## config.mk

```make
export PLATFORM = sky130hd
export DESIGN_NAME = prsd_pll_ref_switch
export DESIGN_NICKNAME = d
export VERILOG_FILES = /design/src/prsd_pkg.sv /design/src/prsd_pll_ref_switch.sv
export VERILOG_INCLUDE_DIRS = /design/src
export SDC_FILE = /design/constraint.sdc
export NUM_CORES = 1
export LEC_CHECK = 0
export BUFFER_PORTS_ARGS = -buffer_cell sky130_fd_sc_hd__clkbuf_2
export CAP_MARGIN = 20
export CORE_MARGIN = 2
export CORE_UTILIZATION = 27
export CTS_CLUSTER_SIZE = 14
export DETAILED_ROUTE_END_ITERATION = 12
export PLACE_DENSITY = 0.47
export SYNTH_ARGS = -nofsm -noshare
export SYNTH_HDL_FRONTEND = slang
export SYNTH_SLANG_ARGS = --single-unit
```

## constraint.sdc

```tcl
create_clock -name clk -period 3.9 [get_ports clk]
set_clock_uncertainty 0.15 [all_clocks]
set_input_delay 0.78 -clock clk [delete_from_list [all_inputs] [get_ports clk]]
set_output_delay 0.78 -clock clk [all_outputs]
set_load 0.02 [all_outputs]
```

## src/prsd_params.svh

```systemverilog
// Constants for the PLL reference switch and divider control block.
// Assumes an 8-bit register port with a 10-bit address.
`ifndef PRSD_PARAMS_SVH
`define PRSD_PARAMS_SVH

// ----------------------------------------------------------------
// Register offsets
// ----------------------------------------------------------------
`define PRSD_ADDR_W        10
`define PRSD_OFS_R_LO      10'h011
`define PRSD_OFS_R_HI      10'h012
`define PRSD_OFS_A_CNT     10'h013
`define PRSD_OFS_B_LO      10'h014
`define PRSD_OFS_B_HI      10'h015
`define PRSD_OFS_PRESC     10'h016
`define PRSD_OFS_ALIGN     10'h019
`define PRSD_OFS_REF_CTL   10'h01C
`define PRSD_OFS_RST_CTL   10'h01E
`define PRSD_OFS_STATUS    10'h01F

// ----------------------------------------------------------------
// Field positions
// ----------------------------------------------------------------
`define PRSD_REF_DIFF      0
`define PRSD_REF_PRI_EN    1
`define PRSD_REF_SEC_EN    2
`define PRSD_REF_STAY      3
`define PRSD_REF_AUTO      4
`define PRSD_REF_PIN_SEL   5
`define PRSD_REF_REG_SEC   6
`define PRSD_REF_DGL_OFF   7
`define PRSD_RST_R         0
`define PRSD_RST_AB        1
`define PRSD_RST_SHARED    2
`define PRSD_RST_RDLY_EN   3
`define PRSD_RST_NDLY_EN   4

// ----------------------------------------------------------------
// Reset values and counts
// ----------------------------------------------------------------
`define PRSD_RST_VAL_BYTE  8'h00
`define PRSD_RST_B_LO      8'h03
`define PRSD_MISS_FALLS    2'd2
`define PRSD_REVERT_RISES  3'd4

`endif

```

## src/prsd_pkg.sv

```systemverilog
// Types for the PLL reference switch and divider control block.
// Assumes prsd_params.svh is compiled alongside.
`default_nettype none

package prsd_pkg;

    typedef enum logic [0:0] {
        ST_RUN,
        ST_HOLD
    } prsd_sw_e;

    typedef struct packed {
        logic        wr;
        logic        rd;
        logic [9:0]  addr;
        logic [7:0]  wdata;
    } prsd_req_s;

    typedef struct packed {
        logic [5:0] p;
        logic       dm;
    } prsd_presc_s;

endpackage

`default_nettype wire

```

## src/prsd_pll_ref_switch.sv

```systemverilog
// Reference monitor, switchover, R divider and P/A/B feedback divider.
// Assumes all pins are synchronous to clk and far slower than it.
//
// The plain strobed port and the register addresses were chosen for this implementation.
`timescale 1ns/10ps
`default_nettype none
`include "prsd_params.svh"

module prsd_pll_ref_switch #(
    parameter int BW = 13,
    parameter int AW = 6
) (
    // Clock and reset
    input  wire logic              clk,
    input  wire logic              srst,
    // Register port
    input  wire prsd_pkg::prsd_req_s busReq,
    output logic [7:0]             rdData,
    // Reference, feedback, select and align pins
    input  wire logic              primaryRef,
    input  wire logic              secondaryRef,
    input  wire logic              refSelPin,
    input  wire logic              alignN,
    input  wire logic              vcoIn,
    // Reference and divider outputs
    output logic                   pllRefOut,
    output logic                   rDivOut,
    output logic                   nDivOut,
    // Status and analog controls
    output logic                   usingSecondary,
    output logic                   primaryMissing,
    output logic                   priBufPd,
    output logic                   secBufPd,
    output logic                   rDelayEn,
    output logic [2:0]             rDelaySel,
    output logic                   nDelayEn,
    output logic [2:0]             nDelaySel
);

    if (BW < 2 || BW > 13 || AW < 1 || AW > 6) begin : g_chk
        $error("prsd_pll_ref_switch: BW must be 2..13 and AW 1..6");
    end

    // ------------------------------------------------------------
    // Register file
    // ------------------------------------------------------------
    logic [7:0] rLo_r, rHi_r, aReg_r, bLo_r, bHi_r, presc_r;
    logic [7:0] align_r, refCtl_r, rstCtl_r, rdNxt;
    logic       primaryMissing_r, selSec_r, autoSec_r;
    prsd_pkg::prsd_sw_e state_r;

    always_ff @(posedge clk) begin
        if (srst) begin
            rLo_r    <= `PRSD_RST_VAL_BYTE;
            rHi_r    <= `PRSD_RST_VAL_BYTE;
            aReg_r   <= `PRSD_RST_VAL_BYTE;
            bLo_r    <= `PRSD_RST_B_LO;
            bHi_r    <= `PRSD_RST_VAL_BYTE;
            presc_r  <= `PRSD_RST_VAL_BYTE;
            align_r  <= `PRSD_RST_VAL_BYTE;
            refCtl_r <= `PRSD_RST_VAL_BYTE;
            rstCtl_r <= `PRSD_RST_VAL_BYTE;
        end else if (busReq.wr) begin
            case (busReq.addr)
                `PRSD_OFS_R_LO:    rLo_r    <= busReq.wdata;
                `PRSD_OFS_R_HI:    rHi_r    <= {2'b00, busReq.wdata[5:0]};
                `PRSD_OFS_A_CNT:   aReg_r   <= {2'b00, busReq.wdata[5:0]};
                `PRSD_OFS_B_LO:    bLo_r    <= busReq.wdata;
                `PRSD_OFS_B_HI:    bHi_r    <= {3'b000, busReq.wdata[4:0]};
                `PRSD_OFS_PRESC:   presc_r  <= {5'b00000, busReq.wdata[2:0]};
                `PRSD_OFS_ALIGN:   align_r  <= busReq.wdata;
                `PRSD_OFS_REF_CTL: refCtl_r <= busReq.wdata;
                `PRSD_OFS_RST_CTL: rstCtl_r <= {3'b000, busReq.wdata[4:0]};
                default: ;
            endcase
        end
    end

    always_comb begin
        rdNxt = 8'h00;
        case (busReq.addr)
            `PRSD_OFS_R_LO:    rdNxt = rLo_r;
            `PRSD_OFS_R_HI:    rdNxt = rHi_r;
            `PRSD_OFS_A_CNT:   rdNxt = aReg_r;
            `PRSD_OFS_B_LO:    rdNxt = bLo_r;
            `PRSD_OFS_B_HI:    rdNxt = bHi_r;
            `PRSD_OFS_PRESC:   rdNxt = presc_r;
            `PRSD_OFS_ALIGN:   rdNxt = align_r;
            `PRSD_OFS_REF_CTL: rdNxt = refCtl_r;
            `PRSD_OFS_RST_CTL: rdNxt = rstCtl_r;
            `PRSD_OFS_STATUS:  rdNxt = {5'b00000, state_r == prsd_pkg::ST_HOLD, primaryMissing_r, selSec_r};
            default:           rdNxt = 8'h00;
        endcase
    end

    always_ff @(posedge clk) begin
        if (srst) begin
            rdData <= 8'h00;
        end else begin
            rdData <= busReq.rd ? rdNxt : 8'h00;
        end
    end

    // ------------------------------------------------------------
    // Edge detection
    // ------------------------------------------------------------
    logic priPrev_r, secPrev_r, vcoPrev_r;
    logic priEdge, priRise, secFall, secRise, vcoRise;

    always_ff @(posedge clk) begin
        if (srst) begin
            priPrev_r <= 1'b0;
            secPrev_r <= 1'b0;
            vcoPrev_r <= 1'b0;
        end else begin
            priPrev_r <= primaryRef;
            secPrev_r <= secondaryRef;
            vcoPrev_r <= vcoIn;
        end
    end

    assign priEdge = primaryRef ^ priPrev_r;
    assign priRise = primaryRef & ~priPrev_r;
    assign secFall = ~secondaryRef & secPrev_r;
    assign secRise = secondaryRef & ~secPrev_r;
    assign vcoRise = vcoIn & ~vcoPrev_r;

    // ------------------------------------------------------------
    // Primary monitor
    // ------------------------------------------------------------
    logic       diffMode, autoOn, stayOnSec, deglitchOff, manualSec, wantSec;
    logic       missSet, missClr;
    logic [1:0] secFalls_r, between_r;
    logic [2:0] revCnt_r;

    assign diffMode    = refCtl_r[`PRSD_REF_DIFF];
    assign autoOn      = refCtl_r[`PRSD_REF_AUTO] & ~diffMode;
    assign stayOnSec   = refCtl_r[`PRSD_REF_STAY];
    assign deglitchOff = refCtl_r[`PRSD_REF_DGL_OFF];
    assign manualSec   = refCtl_r[`PRSD_REF_PIN_SEL] ? refSelPin : refCtl_r[`PRSD_REF_REG_SEC];
    assign missSet     = !primaryMissing_r && secFall && !priEdge
                         && (secFalls_r == `PRSD_MISS_FALLS - 2'd1);
    assign missClr     = primaryMissing_r && priRise
                         && (revCnt_r == `PRSD_REVERT_RISES - 3'd1);

    always_ff @(posedge clk) begin
        if (srst || !autoOn) begin
            secFalls_r       <= 2'd0;
            between_r        <= 2'd0;
            revCnt_r         <= 3'd0;
            primaryMissing_r <= 1'b0;
        end else begin
            if (priEdge) begin
                secFalls_r <= 2'd0;
            end else if (secFall && secFalls_r != `PRSD_MISS_FALLS) begin
                secFalls_r <= secFalls_r + 2'd1;
            end
            if (missSet) begin
                primaryMissing_r <= 1'b1;
                revCnt_r         <= 3'd0;
                between_r        <= 2'd0;
            end else if (primaryMissing_r) begin
                if (priRise) begin
                    revCnt_r  <= missClr ? 3'd0 : revCnt_r + 3'd1;
                    between_r <= 2'd0;
                    if (missClr) begin
                        primaryMissing_r <= 1'b0;
                    end
                end else if (secFall) begin
                    if (between_r == `PRSD_MISS_FALLS - 2'd1) begin
                        revCnt_r  <= 3'd0;
                        between_r <= 2'd0;
                    end else begin
                        between_r <= between_r + 2'd1;
                    end
                end
            end
        end
    end

    // Outside auto mode the auto choice shadows the manual one
    always_ff @(posedge clk) begin
        if (srst) begin
            autoSec_r <= 1'b0;
        end else if (!autoOn) begin
            autoSec_r <= manualSec;
        end else if (missSet) begin
            autoSec_r <= 1'b1;
        end else if (missClr && !stayOnSec) begin
            autoSec_r <= 1'b0;
        end
    end

    assign wantSec = diffMode ? 1'b0 : (autoOn ? autoSec_r : manualSec);

    // ------------------------------------------------------------
    // Deglitched switchover
    // ------------------------------------------------------------
    logic newRise, refLevel;

    assign newRise  = wantSec ? secRise : priRise;
    assign refLevel = (state_r == prsd_pkg::ST_RUN) ? (selSec_r ? secondaryRef : primaryRef) : 1'b0;

    always_ff @(posedge clk) begin
        if (srst) begin
            state_r  <= prsd_pkg::ST_RUN;
            selSec_r <= 1'b0;
        end else begin
            case (state_r)
                prsd_pkg::ST_RUN: begin
                    if (wantSec != selSec_r) begin
                        if (deglitchOff) begin
                            selSec_r <= wantSec;
                        end else begin
                            state_r <= prsd_pkg::ST_HOLD;
                        end
                    end
                end
                prsd_pkg::ST_HOLD: begin
                    if (wantSec == selSec_r) begin
                        state_r <= prsd_pkg::ST_RUN;
                    end else if (newRise || deglitchOff) begin
                        selSec_r <= wantSec;
                        state_r  <= prsd_pkg::ST_RUN;
                    end
                end
                default: state_r <= prsd_pkg::ST_RUN;
            endcase
        end
    end

    // ------------------------------------------------------------
    // Reset sources
    // ------------------------------------------------------------
    logic syncHold, rReset, abReset;

    assign syncHold = (align_r[7:6] != 2'b00) && !alignN;
    assign rReset   = rstCtl_r[`PRSD_RST_R] | rstCtl_r[`PRSD_RST_SHARED] | syncHold;
    assign abReset  = rstCtl_r[`PRSD_RST_AB] | rstCtl_r[`PRSD_RST_SHARED] | syncHold;

    // ------------------------------------------------------------
    // Reference divider
    // ------------------------------------------------------------
    logic [13:0] rVal, rEff, rCnt_r;
    logic        refRise;

    assign rVal    = {rHi_r[5:0], rLo_r};
    assign rEff    = (rVal < 14'd2) ? 14'd1 : rVal;
    assign refRise = refLevel & ~pllRefOut;

    always_ff @(posedge clk) begin
        if (srst || rReset) begin
            rCnt_r  <= 14'd0;
            rDivOut <= 1'b0;
        end else if (refRise) begin
            if (rCnt_r >= rEff - 14'd1) begin
                rCnt_r  <= 14'd0;
                rDivOut <= 1'b1;
            end else begin
                rCnt_r  <= rCnt_r + 14'd1;
                rDivOut <= 1'b0;
            end
        end else begin
            rDivOut <= 1'b0;
        end
    end

    // ------------------------------------------------------------
    // Feedback divider: prescaler with A and B counters
    // ------------------------------------------------------------
    function automatic prsd_pkg::prsd_presc_s decodePresc(input logic [2:0] mode);
        prsd_pkg::prsd_presc_s d;
        d.dm = 1'b1;
        case (mode)
            3'd0:    begin d.p = 6'd1;  d.dm = 1'b0; end
            3'd1:    begin d.p = 6'd2;  d.dm = 1'b0; end
            3'd2:    d.p = 6'd2;
            3'd3:    d.p = 6'd4;
            3'd4:    d.p = 6'd8;
            3'd5:    d.p = 6'd16;
            3'd6:    d.p = 6'd32;
            default: begin d.p = 6'd3;  d.dm = 1'b0; end
        endcase
        return d;
    endfunction

    prsd_pkg::prsd_presc_s presc;
    logic [BW-1:0] bVal, bEff, bCnt_r;
    logic [AW-1:0] aEff, aLeft_r, aNext;
    logic [5:0]    preCnt_r;

    assign presc = decodePresc(presc_r[2:0]);
    assign bVal  = BW'({bHi_r[4:0], bLo_r});
    assign bEff  = (bVal == '0) ? BW'(1) : bVal;
    assign aEff  = (presc.dm && bEff != BW'(1)) ? aReg_r[AW-1:0] : '0;
    assign aNext = (aLeft_r != '0) ? aLeft_r - AW'(1) : '0;

    always_ff @(posedge clk) begin
        if (srst || abReset) begin
            bCnt_r   <= bEff - BW'(1);
            aLeft_r  <= aEff;
            preCnt_r <= (aEff != '0) ? presc.p : presc.p - 6'd1;
            nDivOut  <= 1'b0;
        end else if (vcoRise) begin
            if (preCnt_r != 6'd0) begin
                preCnt_r <= preCnt_r - 6'd1;
                nDivOut  <= 1'b0;
            end else if (bCnt_r == '0) begin
                bCnt_r   <= bEff - BW'(1);
                aLeft_r  <= aEff;
                preCnt_r <= (aEff != '0) ? presc.p : presc.p - 6'd1;
                nDivOut  <= 1'b1;
            end else begin
                bCnt_r   <= bCnt_r - BW'(1);
                aLeft_r  <= aNext;
                preCnt_r <= (aNext != '0) ? presc.p : presc.p - 6'd1;
                nDivOut  <= 1'b0;
            end
        end else begin
            nDivOut <= 1'b0;
        end
    end

    // ------------------------------------------------------------
    // Registered outputs
    // ------------------------------------------------------------
    always_ff @(posedge clk) begin
        if (srst) begin
            pllRefOut      <= 1'b0;
            usingSecondary <= 1'b0;
            primaryMissing <= 1'b0;
            priBufPd       <= 1'b1;
            secBufPd       <= 1'b1;
            rDelayEn       <= 1'b0;
            rDelaySel      <= 3'd0;
            nDelayEn       <= 1'b0;
            nDelaySel      <= 3'd0;
        end else begin
            pllRefOut      <= refLevel;
            usingSecondary <= selSec_r;
            primaryMissing <= primaryMissing_r;
            priBufPd       <= diffMode | ~refCtl_r[`PRSD_REF_PRI_EN];
            secBufPd       <= diffMode | ~refCtl_r[`PRSD_REF_SEC_EN];
            rDelayEn       <= rstCtl_r[`PRSD_RST_RDLY_EN];
            rDelaySel      <= align_r[5:3];
            nDelayEn       <= rstCtl_r[`PRSD_RST_NDLY_EN];
            nDelaySel      <= align_r[2:0];
        end
    end

    // ------------------------------------------------------------
    // Assertions
    // ------------------------------------------------------------
    logic [18:0] vcoSeen_r;
    logic        cfgQuiet_r;
    logic [18:0] nExpect;

    assign nExpect = 19'(presc.p) * 19'(bEff) + 19'(aEff);

    always_ff @(posedge clk) begin
        if (srst || abReset || nDivOut) begin
            vcoSeen_r  <= 19'd0;
            cfgQuiet_r <= !(srst || abReset || busReq.wr);
        end else begin
            vcoSeen_r  <= vcoSeen_r + 19'(vcoRise);
            cfgQuiet_r <= cfgQuiet_r && !busReq.wr;
        end
    end
endmodule

`default_nettype wire

```

==> impl_metrics.ini <==
[drt]
final_antenna_net_count = 0
drtIter0Drc = 394
vias = 6582
wl_per_cell_um = 17.3
drc = 0
avgViaCountPerCell = 5.18
firstDrtPassIters = 5
wirelength_um = 21900

[critical_path]
arrival_ns = 3.83
cp.required_ns = 4.08
cp-start-kind = register
max_stage_delay_ns = 0.54
path_delay_family = simple AND/OR/NAND/NOR gates
crit_chain = or4_1 -> or4_1 -> nor4_1 -> nand2_1 -> xor2_1 -> ha_1 -> a21o_1 -> a21o_1 -> a211oi_2 -> o21ai_0 -> buf_4 -> a221oi_2
worstPathMaxFanout = 11
cp-end-kind = register
slowest_stage = or4_1
crit_type = reg2reg
cp.buffers_inverters = 1

[floorplanning]
core_sq_um = 27000
fp.dieW_um = 170
rows = 60
die_area_sq_um = 28900
initial_core_util = 0.275
die_y_um = 170
pin_count = 50

[grt]
grt_overflow = 0
grt_pass1_wl_um = 35300
grt_util_all_layers = 0.155
grt_max_degree = 70
met2_usage = 0.248
grt_pass1_vias = 6335
use_met3 = 0.0265
grt_busiest_layer = met2
use_met1 = 0.218
antenna_found_initial = 0

[clocking]
holdBufCountCts = 0
numCtsBuffers = 17
clockRootBuffer = clkbuf_16
cts_buffer_depth = 2
cts.clk_slew.worst_paths_ns = 0.06
numClockSinks = 133
cts.htree.levels = 4
cts_tree = done
clock_latency_ns = 0.42

[power_and_ir_drop]
pwr-share-comb = 0.084
clockPowerShare = 0.475
cellLeakagePower_nw = 3.10
total_power_mw = 3.36
p_switching_mw = 0.869
switching_share = 0.259
p_seq_frac = 0.441
ir_worst_vdd_v = 0.000240
intPower_mw = 2.49
p_per_area_nw_per_um2 = 386

[sta]
setup_violations = 0
post-route-period-util = 0.937
finalCriticalPeriod_ns = 3.66
rsz0062_at_grt = no
fin_setup_tns_ns = 0
slew_violations = 0
fmax_mhz = 274
slew-limit-headroom = 0.473
tightestPinTransition_ns = 0.790
hold_viol = 0

[logic_synthesis]
synth_edf_count = 25
syn_area_sq_um = 7440
synthCells = 876
syn-num-nets = 931
netlist-cell-type-count = 74
avgSynthCellArea_sq_um = 8.49
seq_area_frac_synth = 0.392
synth.ff_latch_count = 133
yosys_warnings = 0
async_reset_ff_frac = 0
synth_ff_type = dfxtp_1

[run_status]
status = complete, no violations

[placement]
io_buffers = 49
gp_congestion = 0.845
dp_hpwl_um = 15800

[final_layout]
area_delta_synth_final_pct = 16.9
drive_gt1_frac = 0.137
n_antenna_cell = 0
fin_nets = 971
final_common_cell = nand2_1
final_cell_mix = nand2_1, dfxtp_1, a21oi_1
fillers = 2876

[hold_path]
hp-class = reg2reg

[job]
drv_cap = 0
## cell families (layout without fill, tap and decap cells)
logic type / after synthesis / after routing / synth area share
simple gates: 377 / 377 / 0.264
flops: 133 / 133 / 0.392
fa+ha+maj: 28 / 28 / 0.0471
buf+inv: 78 / 131 / 0.0414
compound gates: 189 / 189 / 0.167
mux: 26 / 26 / 0.0355
xor+xnor: 45 / 45 / 0.0530
## path summary, 6_finish.rpt
path	startpoint	endpoint	slack (ns)	cells past startpoint
worst max-delay path	rLo_r[1]	rCnt_r[12]	0.24	12
worst min-delay path	refCtl_r[2]	secBufPd	0.30	1
worst max register to register	rLo_r[1]	rCnt_r[12]	0.24	12
worst min register to register	refCtl_r[2]	secBufPd	0.30	1
## flip-flops by register name, indices dropped and copies added (netlist names), 5 cells and up
| register | flops |
|---|---|
| aReg_r | 6 |
| bCnt_r | 13 |
| bLo_r | 8 |
| rstCtl_r | 5 |
| rLo_r | 8 |
| rCnt_r | 14 |
| rdData | 8 |
| align_r | 8 |
| bHi_r | 5 |
| refCtl_r | 8 |
| preCnt_r | 6 |
| aLeft_r | 6 |
| rHi_r | 6 |
## through the flow
step	instances	setup slack (ns)	hold WS, ns	area, sq um	util
after global placement	1238	0.200	0.274	8090	0.299
final	1270	0.244	0.298	8690	0.322
after CTS	1270	0.110	0.298	8670	0.321
after floorplan	876	0.0308	0.221	7440	-
after global routing	1270	0.00469	0.311	8690	0.322
after detailed placement	1238	0.148	0.276	8090	0.299
## area by class of cell
type | instances | area, sq um | share of cell area
clock buffers | 20 | 468 | 0.0538
multi-input cells | 665 | 4240 | 0.488
repair buffers | 75 | 440 | 0.0507
inverters | 24 | 90.1 | 0.0104
clock inverters | 12 | 114 | 0.0131
well taps | 341 | 427 | 0.0491
flip-flops and latches | 133 | 2910 | 0.335
## Yosys cell counts, drive strengths merged (9+ instances only)
library cell / n / area, sq um
nand2: 113 / 424
dfxtp: 108 / 2160
a21oi: 72 / 360
nand3: 58 / 290
nor2: 54 / 203
clkbuf: 46 / 174
ha: 28 / 350
xnor2: 28 / 245
edfxtp: 25 / 751
inv: 24 / 90.1
nor3: 24 / 120
mux2i: 23 / 230
nor4: 20 / 140
o21ai: 19 / 95.1
nor2b: 18 / 113
xor2: 17 / 149
a211oi: 15 / 118
a31oi: 14 / 87.6
nand4: 14 / 87.6
nand2b: 12 / 75.1
nor3b: 9 / 67.6
## per-layer routing
metal	share of wire	vias to the layer above	routed length, um
li1	-	3300	-
met1	0.49	3140	10600
met2	0.46	130	10200
met3	0.039	12	865
met4	0.011	0	244
met5	0	-	0
## power groups by stage
stage,Combinational (mW),Sequential [mW],Clock [mW]
final,0.282,1.48,1.59
after global routing,0.314,1.49,1.70
after CTS,0.281,1.48,1.63
after detailed placement,0.279,1.51,0
after global placement,0.280,1.51,0
after floorplan,0.193,1.50,0
## worst reg2reg max path, delay by kind of cell, from the launching register on
family                   cells  cell delay (ns)
flip-flops                   1             0.31
adder cells (fa/ha/maj)      1             0.29
XOR/XNOR                     1             0.16
AO/OA/AOI/OAI                5             0.95
buffers and inverters        1             0.19
AND/OR/NAND/NOR              4             1.51
## repair_timing
item / CTS / global route
setup endpoints to repair: 0 / 15
buffers inserted: 0 / 0
gates resized for setup: 0 / 5
endpoints found under the hold margin: 0 / 0
No activity file was read; power rests on OpenSTA's default activity.
